**config.mk**
```make
export PLATFORM = sky130hd
export DESIGN_NAME = bcme_exec
export DESIGN_NICKNAME = d
export VERILOG_FILES = /design/src/core/bcme_pkg.sv /design/src/core/bcme_exec.sv
export SDC_FILE = /design/constraint.sdc
export NUM_CORES = 1
export LEC_CHECK = 0
export BUFFER_PORTS_ARGS = -buffer_cell sky130_fd_sc_hd__buf_2
export CAP_MARGIN = 15
export CORE_MARGIN = 2
export CORE_UTILIZATION = 45
export CTS_BUF_LIST = sky130_fd_sc_hd__clkbuf_8 sky130_fd_sc_hd__clkbuf_16
export DETAILED_ROUTE_END_ITERATION = 10
export GPL_ROUTABILITY_DRIVEN = 0
export HOLD_SLACK_MARGIN = 0.05
export PLACE_DENSITY_LB_ADDON = 0.2
export SETUP_SLACK_MARGIN = 0.15
export SLEW_MARGIN = 5
export SYNTH_ARGS = -nofsm -noshare
export SYNTH_HDL_FRONTEND = slang
export SYNTH_SLANG_ARGS = --single-unit
```
**constraint.sdc**
```tcl
create_clock -name CLOCK -period 10.5 [get_ports CLOCK]
set_input_delay 1.575 -clock CLOCK [delete_from_list [all_inputs] [get_ports CLOCK]]
set_output_delay 1.575 -clock CLOCK [all_outputs]
set_load 0.03 [all_outputs]
```
**src/core/bcme_pkg.sv**
```systemverilog
// Shared types and constants for the branch, compare and multiply executor
package bcme_pkg;
    // Status flag positions
    localparam int FLAG_C = 0;
    localparam int FLAG_Z = 1;
    localparam int FLAG_N = 2;
    localparam int FLAG_V = 3;
    localparam int FLAG_S = 4;
    localparam int FLAG_H = 5;
    localparam int FLAG_T = 6;
    localparam int FLAG_I = 7;

    // Execution lengths in core clock cycles
    localparam logic [2:0] LAT_ONE = 3'h1;
    localparam logic [2:0] LAT_TWO = 3'h2;
    localparam logic [2:0] LAT_THREE = 3'h3;
    localparam logic [2:0] LAT_FOUR = 3'h4;

    // Program counter steps
    localparam logic [15:0] PC_STEP = 16'h0001;
    localparam logic [15:0] SKIP_SHORT = 16'h0002;
    localparam logic [15:0] SKIP_LONG = 16'h0003;

    // Opcode masks
    localparam logic [15:0] MASK_TOP4 = 16'hF000;
    localparam logic [15:0] MASK_TOP6 = 16'hFC00;
    localparam logic [15:0] MASK_SKIPR = 16'hFE08;
    localparam logic [15:0] MASK_BYTE = 16'hFF00;
    localparam logic [15:0] MASK_FRAC = 16'hFF88;
    localparam logic [15:0] MASK_FULL = 16'hFFFF;

    // Opcode match values
    localparam logic [15:0] OPC_TEST = 16'h2000;
    localparam logic [15:0] OPC_MUL = 16'h9C00;
    localparam logic [15:0] OPC_MULT_SIGNED_OP = 16'h0200;
    localparam logic [15:0] OPC_MULT_SIGNED_UNSIGNED_OP = 16'h0300;
    localparam logic [15:0] OPC_FRAC_MULT_UNSIGNED_OP = 16'h0308;
    localparam logic [15:0] OPC_FRAC_MULT_SIGNED_OP = 16'h0380;
    localparam logic [15:0] OPC_FRAC_MULT_MIXED_OP = 16'h0388;
    localparam logic [15:0] OPC_RJUMP = 16'hC000;
    localparam logic [15:0] OPC_RELATIVE_CALL_OP = 16'hD000;
    localparam logic [15:0] OPC_PJUMP = 16'h9409;
    localparam logic [15:0] OPC_PCALL = 16'h9509;
    localparam logic [15:0] OPC_SRET = 16'h9508;
    localparam logic [15:0] OPC_IRET = 16'h9518;
    localparam logic [15:0] OPC_COMPARE_SKIP_EQUAL_OP = 16'h1000;
    localparam logic [15:0] OPC_CP = 16'h1400;
    localparam logic [15:0] OPC_CPC = 16'h0400;
    localparam logic [15:0] OPC_CPI = 16'h3000;
    localparam logic [15:0] OPC_SKRC = 16'hFC00;
    localparam logic [15:0] OPC_SKRS = 16'hFE00;
    localparam logic [15:0] OPC_SKIC = 16'h9900;
    localparam logic [15:0] OPC_SKIS = 16'h9B00;
    localparam logic [15:0] OPC_BFS = 16'hF000;
    localparam logic [15:0] OPC_BFC = 16'hF400;

    typedef enum logic [4:0] {
        unknown_op = 5'h00, test_register_op = 5'h01,
        mult_unsigned_op = 5'h02, mult_signed_op = 5'h03,
        mult_signed_unsigned_op = 5'h04, frac_mult_unsigned_op = 5'h05,
        frac_mult_signed_op = 5'h06, frac_mult_mixed_op = 5'h07,
        relative_jump_op = 5'h08, relative_call_op = 5'h09,
        pointer_jump_op = 5'h0A, pointer_call_op = 5'h0B,
        subroutine_return_op = 5'h0C, interrupt_return_op = 5'h0D,
        compare_skip_equal_op = 5'h0E, compare_regs_op = 5'h0F,
        compare_carry_op = 5'h10, compare_immediate_op = 5'h11,
        skip_reg_bit_clear_op = 5'h12, skip_reg_bit_set_op = 5'h13,
        skip_io_bit_clear_op = 5'h14, skip_io_bit_set_op = 5'h15,
        branch_flag_set_op = 5'h16, branch_flag_clear_op = 5'h17
    } bcme_op_e;

    typedef enum logic [0:0] {
        st_idle = 1'b0,
        st_wait = 1'b1
    } bcme_state_e;

    typedef struct packed {
        logic [15:0] opcode;
        logic [15:0] pc;
        logic [7:0] rd;
        logic [7:0] rr;
        logic [7:0] io;
        logic [15:0] zptr;
        logic [15:0] stack;
        logic next_long;
        logic [7:0] status;
    } bcme_req_s;

    typedef struct packed {
        logic [15:0] pc_next;
        logic pair_we;
        logic [15:0] pair_value;
        logic [7:0] flag_we;
        logic [7:0] flag_value;
        logic push;
        logic [15:0] push_addr;
        logic pop;
        logic unknown;
    } bcme_res_s;
endpackage : bcme_pkg

```
**src/core/bcme_exec.sv**
```systemverilog
// Executes test, multiply, jump, call, return, compare, skip and branch
`timescale 1ns/1ps

module bcme_exec (
    input wire logic CLOCK,
    input wire logic RST,
    input wire logic INSTR_VALID,
    input wire bcme_pkg::bcme_req_s REQ,
    output logic READY,
    output logic DONE,
    output bcme_pkg::bcme_res_s RESULT
);

    ////////////////////////////////////////////////////////////////////////
    function automatic logic hit(input logic [15:0] w, input logic [15:0] m,
                                 input logic [15:0] v);
        return (w & m) == v;
    endfunction : hit

    function automatic bcme_pkg::bcme_op_e decode_op(input logic [15:0] w);
        bcme_pkg::bcme_op_e op;
        op = bcme_pkg::unknown_op;
        // Test is an AND of a register with itself
        if (hit(w, bcme_pkg::MASK_TOP6, bcme_pkg::OPC_TEST) &&
            ({w[8], w[7:4]} == {w[9], w[3:0]}))
            op = bcme_pkg::test_register_op;
        if (hit(w, bcme_pkg::MASK_TOP6, bcme_pkg::OPC_MUL))
            op = bcme_pkg::mult_unsigned_op;
        if (hit(w, bcme_pkg::MASK_BYTE, bcme_pkg::OPC_MULT_SIGNED_OP))
            op = bcme_pkg::mult_signed_op;
        if (hit(w, bcme_pkg::MASK_FRAC, bcme_pkg::OPC_MULT_SIGNED_UNSIGNED_OP))
            op = bcme_pkg::mult_signed_unsigned_op;
        if (hit(w, bcme_pkg::MASK_FRAC, bcme_pkg::OPC_FRAC_MULT_UNSIGNED_OP))
            op = bcme_pkg::frac_mult_unsigned_op;
        if (hit(w, bcme_pkg::MASK_FRAC, bcme_pkg::OPC_FRAC_MULT_SIGNED_OP))
            op = bcme_pkg::frac_mult_signed_op;
        if (hit(w, bcme_pkg::MASK_FRAC, bcme_pkg::OPC_FRAC_MULT_MIXED_OP))
            op = bcme_pkg::frac_mult_mixed_op;
        if (hit(w, bcme_pkg::MASK_TOP4, bcme_pkg::OPC_RJUMP))
            op = bcme_pkg::relative_jump_op;
        if (hit(w, bcme_pkg::MASK_TOP4, bcme_pkg::OPC_RELATIVE_CALL_OP))
            op = bcme_pkg::relative_call_op;
        if (hit(w, bcme_pkg::MASK_FULL, bcme_pkg::OPC_PJUMP))
            op = bcme_pkg::pointer_jump_op;
        if (hit(w, bcme_pkg::MASK_FULL, bcme_pkg::OPC_PCALL))
            op = bcme_pkg::pointer_call_op;
        if (hit(w, bcme_pkg::MASK_FULL, bcme_pkg::OPC_SRET))
            op = bcme_pkg::subroutine_return_op;
        if (hit(w, bcme_pkg::MASK_FULL, bcme_pkg::OPC_IRET))
            op = bcme_pkg::interrupt_return_op;
        if (hit(w, bcme_pkg::MASK_TOP6, bcme_pkg::OPC_COMPARE_SKIP_EQUAL_OP))
            op = bcme_pkg::compare_skip_equal_op;
        if (hit(w, bcme_pkg::MASK_TOP6, bcme_pkg::OPC_CP))
            op = bcme_pkg::compare_regs_op;
        if (hit(w, bcme_pkg::MASK_TOP6, bcme_pkg::OPC_CPC))
            op = bcme_pkg::compare_carry_op;
        if (hit(w, bcme_pkg::MASK_TOP4, bcme_pkg::OPC_CPI))
            op = bcme_pkg::compare_immediate_op;
        if (hit(w, bcme_pkg::MASK_SKIPR, bcme_pkg::OPC_SKRC))
            op = bcme_pkg::skip_reg_bit_clear_op;
        if (hit(w, bcme_pkg::MASK_SKIPR, bcme_pkg::OPC_SKRS))
            op = bcme_pkg::skip_reg_bit_set_op;
        if (hit(w, bcme_pkg::MASK_BYTE, bcme_pkg::OPC_SKIC))
            op = bcme_pkg::skip_io_bit_clear_op;
        if (hit(w, bcme_pkg::MASK_BYTE, bcme_pkg::OPC_SKIS))
            op = bcme_pkg::skip_io_bit_set_op;
        if (hit(w, bcme_pkg::MASK_TOP6, bcme_pkg::OPC_BFS))
            op = bcme_pkg::branch_flag_set_op;
        if (hit(w, bcme_pkg::MASK_TOP6, bcme_pkg::OPC_BFC))
            op = bcme_pkg::branch_flag_clear_op;
        return op;
    endfunction : decode_op

    // Subtract without storing; Z chains for the carry form
    function automatic logic [7:0] sub_flags(input logic [7:0] a,
                                             input logic [7:0] b,
                                             input logic cin,
                                             input logic zkeep);
        logic [7:0] r;
        logic [7:0] f;
        r = 8'(a - b - {7'h00, cin});
        f = 8'h00;
        f[bcme_pkg::FLAG_H] = (~a[3] & b[3]) | (b[3] & r[3]) | (r[3] & ~a[3]);
        f[bcme_pkg::FLAG_C] = (~a[7] & b[7]) | (b[7] & r[7]) | (r[7] & ~a[7]);
        f[bcme_pkg::FLAG_V] = (a[7] & ~b[7] & ~r[7]) | (~a[7] & b[7] & r[7]);
        f[bcme_pkg::FLAG_N] = r[7];
        f[bcme_pkg::FLAG_Z] = (r == 8'h00) & zkeep;
        f[bcme_pkg::FLAG_S] = f[bcme_pkg::FLAG_N] ^ f[bcme_pkg::FLAG_V];
        return f;
    endfunction : sub_flags

    // Sign or zero extension per operand, low 16 bits of the product
    function automatic logic [15:0] mult(input logic [7:0] a,
                                         input logic [7:0] b,
                                         input logic sa, input logic sb);
        logic [15:0] ea;
        logic [15:0] eb;
        ea = {{8{sa & a[7]}}, a};
        eb = {{8{sb & b[7]}}, b};
        return 16'(ea * eb);
    endfunction : mult

    function automatic logic [15:0] rel_target(input logic [15:0] pc,
                                               input logic [15:0] k);
        return 16'(pc + k + bcme_pkg::PC_STEP);
    endfunction : rel_target

    ////////////////////////////////////////////////////////////////////////
    bcme_pkg::bcme_state_e state_q;
    bcme_pkg::bcme_op_e op_w;
    bcme_pkg::bcme_res_s nxt_w;
    bcme_pkg::bcme_res_s res_q;
    logic ready_q;
    logic done_q;
    logic [2:0] cnt_q;
    logic [2:0] lat_w;
    logic take_w;
    logic taken_w;
    logic flag_bit_w;
    logic skip_w;
    logic frac_w;
    logic [15:0] prod_w;
    logic [15:0] pair_w;
    logic [7:0] cmp_w;
    logic [2:0] sel_w;

    assign op_w = decode_op(REQ.opcode);
    assign take_w = INSTR_VALID && ready_q;
    assign sel_w = REQ.opcode[2:0];

    // Signed test flag is formed live so stale S never misleads
    always_comb begin
        if (sel_w == 3'(bcme_pkg::FLAG_S))
            flag_bit_w = REQ.status[bcme_pkg::FLAG_N] ^
                         REQ.status[bcme_pkg::FLAG_V];
        else
            flag_bit_w = REQ.status[sel_w];
    end

    always_comb begin
        nxt_w = '0;
        lat_w = bcme_pkg::LAT_ONE;
        taken_w = 1'b0;
        skip_w = 1'b0;
        frac_w = 1'b0;
        prod_w = 16'h0000;
        pair_w = 16'h0000;
        cmp_w = 8'h00;
        nxt_w.pc_next = 16'(REQ.pc + bcme_pkg::PC_STEP);
        unique case (op_w)
            bcme_pkg::test_register_op: begin
                cmp_w = REQ.rd & REQ.rd;
                nxt_w.flag_we[bcme_pkg::FLAG_Z] = 1'b1;
                nxt_w.flag_we[bcme_pkg::FLAG_N] = 1'b1;
                nxt_w.flag_we[bcme_pkg::FLAG_V] = 1'b1;
                nxt_w.flag_value[bcme_pkg::FLAG_Z] = (cmp_w == 8'h00);
                nxt_w.flag_value[bcme_pkg::FLAG_N] = cmp_w[7];
            end
            bcme_pkg::mult_unsigned_op, bcme_pkg::mult_signed_op,
            bcme_pkg::mult_signed_unsigned_op,
            bcme_pkg::frac_mult_unsigned_op, bcme_pkg::frac_mult_signed_op,
            bcme_pkg::frac_mult_mixed_op: begin
                frac_w = (op_w == bcme_pkg::frac_mult_unsigned_op) ||
                         (op_w == bcme_pkg::frac_mult_signed_op) ||
                         (op_w == bcme_pkg::frac_mult_mixed_op);
                prod_w = mult(REQ.rd, REQ.rr,
                              (op_w != bcme_pkg::mult_unsigned_op) &&
                              (op_w != bcme_pkg::frac_mult_unsigned_op),
                              (op_w == bcme_pkg::mult_signed_op) ||
                              (op_w == bcme_pkg::frac_mult_signed_op));
                // Carry is taken before the fractional shift
                pair_w = frac_w ? {prod_w[14:0], 1'b0}
                                : prod_w;
                nxt_w.pair_we = 1'b1;
                nxt_w.pair_value = pair_w;
                nxt_w.flag_we[bcme_pkg::FLAG_Z] = 1'b1;
                nxt_w.flag_we[bcme_pkg::FLAG_C] = 1'b1;
                nxt_w.flag_value[bcme_pkg::FLAG_Z] = (pair_w == 16'h0000);
                nxt_w.flag_value[bcme_pkg::FLAG_C] = prod_w[15];
                lat_w = bcme_pkg::LAT_TWO;
            end
            bcme_pkg::relative_jump_op, bcme_pkg::relative_call_op: begin
                nxt_w.pc_next = rel_target(REQ.pc,
                    {{4{REQ.opcode[11]}}, REQ.opcode[11:0]});
                nxt_w.push = (op_w == bcme_pkg::relative_call_op);
                nxt_w.push_addr = 16'(REQ.pc + bcme_pkg::PC_STEP);
                lat_w = nxt_w.push ? bcme_pkg::LAT_THREE : bcme_pkg::LAT_TWO;
            end
            bcme_pkg::pointer_jump_op: begin
                nxt_w.pc_next = REQ.zptr;
                lat_w = bcme_pkg::LAT_TWO;
            end
            bcme_pkg::pointer_call_op: begin
                nxt_w.pc_next = REQ.zptr;
                nxt_w.push = 1'b1;
                nxt_w.push_addr = 16'(REQ.pc + bcme_pkg::PC_STEP);
                lat_w = bcme_pkg::LAT_THREE;
            end
            bcme_pkg::subroutine_return_op,
            bcme_pkg::interrupt_return_op: begin
                nxt_w.pc_next = REQ.stack;
                nxt_w.pop = 1'b1;
                nxt_w.flag_we[bcme_pkg::FLAG_I] =
                    (op_w == bcme_pkg::interrupt_return_op);
                nxt_w.flag_value[bcme_pkg::FLAG_I] =
                    (op_w == bcme_pkg::interrupt_return_op);
                lat_w = bcme_pkg::LAT_FOUR;
            end
            bcme_pkg::compare_skip_equal_op,
            bcme_pkg::skip_reg_bit_clear_op, bcme_pkg::skip_reg_bit_set_op,
            bcme_pkg::skip_io_bit_clear_op, bcme_pkg::skip_io_bit_set_op: begin
                if (op_w == bcme_pkg::compare_skip_equal_op)
                    skip_w = (REQ.rd == REQ.rr);
                else if (op_w == bcme_pkg::skip_reg_bit_clear_op)
                    skip_w = !REQ.rd[sel_w];
                else if (op_w == bcme_pkg::skip_reg_bit_set_op)
                    skip_w = REQ.rd[sel_w];
                else if (op_w == bcme_pkg::skip_io_bit_clear_op)
                    skip_w = !REQ.io[sel_w];
                else
                    skip_w = REQ.io[sel_w];
                // Skipping a two-word instruction costs one more cycle
                if (skip_w) begin
                    nxt_w.pc_next = 16'(REQ.pc + (REQ.next_long ?
                        bcme_pkg::SKIP_LONG : bcme_pkg::SKIP_SHORT));
                    lat_w = REQ.next_long ? bcme_pkg::LAT_THREE
                                          : bcme_pkg::LAT_TWO;
                end
            end
            bcme_pkg::compare_regs_op, bcme_pkg::compare_carry_op,
            bcme_pkg::compare_immediate_op: begin
                if (op_w == bcme_pkg::compare_immediate_op)
                    cmp_w = sub_flags(REQ.rd,
                        {REQ.opcode[11:8], REQ.opcode[3:0]}, 1'b0, 1'b1);
                else if (op_w == bcme_pkg::compare_carry_op)
                    cmp_w = sub_flags(REQ.rd, REQ.rr,
                        REQ.status[bcme_pkg::FLAG_C],
                        REQ.status[bcme_pkg::FLAG_Z]);
                else
                    cmp_w = sub_flags(REQ.rd, REQ.rr, 1'b0, 1'b1);
                nxt_w.flag_value = cmp_w;
                nxt_w.flag_we[bcme_pkg::FLAG_Z] = 1'b1;
                nxt_w.flag_we[bcme_pkg::FLAG_N] = 1'b1;
                nxt_w.flag_we[bcme_pkg::FLAG_V] = 1'b1;
                nxt_w.flag_we[bcme_pkg::FLAG_C] = 1'b1;
                nxt_w.flag_we[bcme_pkg::FLAG_H] = 1'b1;
            end
            bcme_pkg::branch_flag_set_op, bcme_pkg::branch_flag_clear_op: begin
                taken_w = (op_w == bcme_pkg::branch_flag_set_op) ?
                          flag_bit_w : !flag_bit_w;
                if (taken_w) begin
                    nxt_w.pc_next = rel_target(REQ.pc,
                        {{9{REQ.opcode[9]}}, REQ.opcode[9:3]});
                    lat_w = bcme_pkg::LAT_TWO;
                end
            end
            bcme_pkg::unknown_op: begin
                nxt_w.unknown = 1'b1;
            end
        endcase
    end

    ////////////////////////////////////////////////////////////////////////
    // Results latch at acceptance and stand until the next acceptance or a reset
    always_ff @(posedge CLOCK) begin
        if (RST)
            res_q <= '0;
        else if (take_w)
            res_q <= nxt_w;
    end

    // Completion waits out the documented cycle count
    always_ff @(posedge CLOCK) begin
        if (RST) begin
            state_q <= bcme_pkg::st_idle;
            ready_q <= 1'b1;
            done_q <= 1'b0;
            cnt_q <= 3'h0;
        end else begin
            done_q <= 1'b0;
            unique case (state_q)
                bcme_pkg::st_idle: begin
                    if (take_w && (lat_w == bcme_pkg::LAT_ONE)) begin
                        done_q <= 1'b1;
                    end else if (take_w) begin
                        state_q <= bcme_pkg::st_wait;
                        ready_q <= 1'b0;
                        cnt_q <= 3'(lat_w - bcme_pkg::LAT_ONE);
                    end
                end
                bcme_pkg::st_wait: begin
                    cnt_q <= 3'(cnt_q - bcme_pkg::LAT_ONE);
                    if (cnt_q == bcme_pkg::LAT_ONE) begin
                        done_q <= 1'b1;
                        ready_q <= 1'b1;
                        state_q <= bcme_pkg::st_idle;
                    end
                end
            endcase
        end
    end

    assign READY = ready_q;
    assign DONE = done_q;
    assign RESULT = res_q;

    ////////////////////////////////////////////////////////////////////////
    a_test_flags:
    assert property (@(posedge CLOCK) disable iff (RST)
        take_w && op_w == bcme_pkg::test_register_op |=> DONE &&
        RESULT.flag_we == 8'h0E &&
        RESULT.flag_value[bcme_pkg::FLAG_Z] == ($past(REQ.rd) == 8'h00))
    else $error("test result or timing wrong");

    a_mul_timing:
    assert property (@(posedge CLOCK) disable iff (RST)
        take_w && op_w == bcme_pkg::mult_unsigned_op |=> !DONE && !READY
        ##1 DONE && RESULT.pair_we && RESULT.flag_we == 8'h03)
    else $error("multiply not done in two cycles");

    a_frac_shift:
    assert property (@(posedge CLOCK) disable iff (RST)
        take_w && op_w == bcme_pkg::frac_mult_unsigned_op |-> ##2
        RESULT.pair_value == 16'({8'h00, $past(REQ.rd, 2)} *
                                 {8'h00, $past(REQ.rr, 2)} << 1))
    else $error("fractional product not shifted");

    a_frac_signed:
    assert property (@(posedge CLOCK) disable iff (RST)
        take_w && (op_w == bcme_pkg::frac_mult_signed_op ||
                   op_w == bcme_pkg::frac_mult_mixed_op) |-> ##2
        DONE && RESULT.pair_value[0] == 1'b0 && RESULT.flag_we == 8'h03)
    else $error("signed fractional multiply wrong");

    a_ptr_jump:
    assert property (@(posedge CLOCK) disable iff (RST)
        take_w && op_w == bcme_pkg::pointer_jump_op |-> ##2 DONE &&
        RESULT.pc_next == $past(REQ.zptr, 2) && RESULT.flag_we == 8'h00)
    else $error("pointer jump target or timing wrong");

    a_ptr_call:
    assert property (@(posedge CLOCK) disable iff (RST)
        take_w && op_w == bcme_pkg::pointer_call_op |=> !DONE ##1 !DONE
        ##1 DONE && RESULT.push && RESULT.pc_next == $past(REQ.zptr, 3) &&
        RESULT.push_addr == 16'($past(REQ.pc, 3) + 16'h0001))
    else $error("pointer call wrong");

    a_skip_equal:
    assert property (@(posedge CLOCK) disable iff (RST)
        take_w && op_w == bcme_pkg::compare_skip_equal_op &&
        REQ.rd == REQ.rr && !REQ.next_long |-> ##2 DONE &&
        RESULT.pc_next == 16'($past(REQ.pc, 2) + 16'h0002))
    else $error("equal skip wrong");

    a_branch_idle:
    assert property (@(posedge CLOCK) disable iff (RST)
        take_w && op_w == bcme_pkg::branch_flag_clear_op &&
        REQ.opcode[2:0] != 3'(bcme_pkg::FLAG_S) &&
        REQ.status[REQ.opcode[2:0]] |=>
        DONE && RESULT.pc_next == 16'($past(REQ.pc) + 16'h0001))
    else $error("untaken branch wrong");

    a_return_ie:
    assert property (@(posedge CLOCK) disable iff (RST)
        take_w && op_w == bcme_pkg::interrupt_return_op |-> ##4 DONE &&
        RESULT.pop && RESULT.flag_value[bcme_pkg::FLAG_I])
    else $error("interrupt return wrong");

endmodule : bcme_exec

```
==> flow_summary.ini <==
[critical_path]
cpMaxStageDelayCell = or3b_2
cpPeakStageDelay_ns = 0.64
startpoint_type = input pin
reg2reg_depth = 8
cp_common_cell = fa_1
cp-startpoint = REQ[84]
cp.depth = 26
crit_buf_inv = 4
worstSetupPathType = input pin to flop
path_delay_family = adder cells
setup.worst_path.end_class = flop
cp_max_fo = 9
worstPathArrival_ns = 9.20
ff2ff_setup_slack_ns = 8.19
critical_path_required_ns = 10.74
r2r-start = READY
crit_path_end = RESULT[19]
r2r_end = RESULT[20]

[floorplan]
start_util = 0.4564
coreArea_sq_um = 22570
die_w_um = 155.3
die_h_um = 155.3
dieArea_sq_um = 24120
row_count = 55
ioPinCount = 170

[timing]
rsz0062_at_grt = false
slew_viol_final = 0
fin_crit_ns = 8.956
finalSetupViolCount = 0
min_period_over_period = 0.8529
hold_viol = 0
fin_skew_ns = 0.009030
relSlewSlack = 0.2520
fin_tns_setup_ns = 0
fmax_mhz = 111.7
tightest_slew_ns = 1.116
whs_ns = 0.4521

[route]
drt_iter0_markers = 937
first_pass_iters = 5
vias = 10080
wire_per_inst_um = 19.06
ant_nets = 0
detail_route.vias_per_cell = 5.843
drc = 0
wirelength_um = 32880

[global_route]
gr-max-usage-layer = met1
grt_max_degree = 70
grt_pass1_wl_um = 52030
grt_pass1_vias = 9512
use_met1 = 0.4190
track_usage = 0.2733
antenna_found_initial = 0
grtUsageMet2 = 0.4023
met3_usage = 0.04624
overflow = 0

[synth]
synth_top_family_by_area = adder cells
synth_edf_count = 0
syn_area_sq_um = 10300
synth-main-ff-cell = dfxtp_1
yosysWarningCount = 0
synthXorXnorAreaFrac = 0.06365
ys_seq_elements = 69
synth_top_area_share = 0.1380
yosys-mux-area-fraction = 0.03741
synth_cell_type_count = 93
synthArstFlopShare = 0
netlist_instances = 1305
synth.area.top_cells = fa_1, dfxtp_1, ha_1
synthAdderAreaFrac = 0.2667
synth_compound_area_frac = 0.1957
synth_simple_gate_area_frac = 0.2302
synth_top_cell_by_area = fa_1
yosysSeqAreaShare = 0.1341
syn_avg_cell_area_sq_um = 7.894

[power]
irDropWorstVdd_v = 0.0001025
powerDensity_nw_per_um2 = 151.3
p_leak_nw = 5.333

[clocking]
numCtsBuffers = 9
postCtsSetupRepairBufs = 0
clock_path_buffers = 2
cts.hold.buffers_added = 0
htreeDepth = 3
clock_latency_ns = 0.33
clock_sinks = 69
root_buffer = clkbuf_16
clk_pin_slew_ns = 0.05
post_cts_resize_count = 0
cts_tree = done

[place]
port_buffers = 165
hpwl_um = 25950

[cells_and_area]
drive_above_1_share = 0.1590
fillers = 2242
area_growth_pct = 13.08
fin_nets = 1712
antennaDiodeCount = 0

[job]
maxCapViolations = 0

[outcome]
status = finished, final reports clean

[min_path]
worstHoldPathType = flop to flop
worst register-to-register path: cells and delay by family (launching register included):
family / cells / cell delay [ns]
AOI/OAI and AO/OA: 1 / 0.16
buffers and inverters: 1 / 0.34
and+or+nand+nor: 6 / 1.37
DFF: 1 / 0.40
cell usage in the layout, fill, tap and decap left out, drive strengths merged, types with 15 or more instances in the layout:
cell type	n
a211oi	16
xor2	24
dfxtp	69
inv	127
ha	106
nor3	43
nand2	100
a21oi	82
nor2b	15
o21ai	53
a22oi	29
nor2	149
xnor2	50
fa	71
nand3	33
and2	44
a21o	17
nand2b	20
buf	170
logic make-up after synthesis:
| logic type | count (synthesis) |
|---|---|
| buffers and inverters | 181 |
| other | 1 |
| AND/OR/NAND/NOR | 474 |
| AO/OA/AOI/OAI | 298 |
| multiplexers | 31 |
| XOR/XNOR | 74 |
| adder cells (fa/ha/maj) | 177 |
| flip-flops | 69 |
cell type report:
class / instances / area [sq um] / area share
clock buffer: 12 / 266.5 / 0.02288
inverter: 128 / 480.5 / 0.04125
tap: 285 / 356.6 / 0.03061
multi-input combinational: 1057 / 8207 / 0.7045
timing repair buffer: 170 / 863.3 / 0.07411
sequential: 69 / 1381 / 0.1186
clock inverter: 4 / 93.84 / 0.008056
layer usage:
layer,part of all wire,vias to the layer above
li1,-,4814
met1,0.48,4754
met2,0.41,475
met3,0.093,37
met4,0.013,0
met5,0,-
state kept, by name, summed over array words and instances, names as in the netlist:
| register | count |
|---|---|
| READY | 1 |
| state_q | 1 |
| cnt_q | 3 |
| DONE | 1 |
| RESULT | 63 |
power by group:
| part | leakage (nW) | switching, mW | internal, mW |
|---|---|---|---|
| clock | 0.180 | 0.109 | 0.250 |
| sequential | 0.563 | 0.0128 | 0.280 |
| combinational | 4.59 | 0.666 | 0.445 |
worst min-delay path by stage:
stage,from,end,slack [ns],cells past startpoint
after floorplan,cnt_q[2],cnt_q[2],0.47,2
final,RESULT[49],RESULT[49],0.45,2
after CTS,RESULT[49],RESULT[49],0.45,2
after detailed placement,RESULT[10],RESULT[10],0.45,2
after global routing,RESULT[49],RESULT[49],0.46,2
after global placement,RESULT[57],RESULT[57],0.44,2
synthesized netlist by cell type (9+ instances only):
| master | number |
|---|---|
| a21o_1 | 16 |
| o21a_1 | 11 |
| xnor2_1 | 49 |
| a221oi_1 | 10 |
| fa_1 | 71 |
| a22oi_1 | 29 |
| nand3_1 | 33 |
| nand2_1 | 99 |
| nor2b_1 | 15 |
| o21ai_1 | 11 |
| a21oi_1 | 78 |
| nor4_1 | 10 |
| ha_1 | 106 |
| nand2b_1 | 20 |
| o21ai_0 | 41 |
| xor2_1 | 24 |
| or3_1 | 10 |
| and2_1 | 42 |
| clkbuf_1 | 28 |
| inv_1 | 126 |
| nor2_1 | 147 |
| nand4_1 | 13 |
| mux2i_1 | 13 |
| a211oi_1 | 12 |
| a31oi_1 | 9 |
| dfxtp_1 | 69 |
| buf_2 | 12 |
| nor3_1 | 39 |
| o211ai_1 | 13 |
through the flow:
stage                     utilization  cells  total power, mW  instance area, sq um  worst slack, ns
after global placement         0.5001   1709            1.387                 11290            1.302
final                          0.5161   1725            1.763                 11650            1.544
after floorplan                     -   1307            1.098                 10310            2.208
after global routing           0.5161   1725            1.913                 11650            1.143
after CTS                      0.5161   1725            1.765                 11650            1.588
after detailed placement       0.5001   1709            1.396                 11290            1.257
No activity file was read; power rests on OpenSTA's default activity.
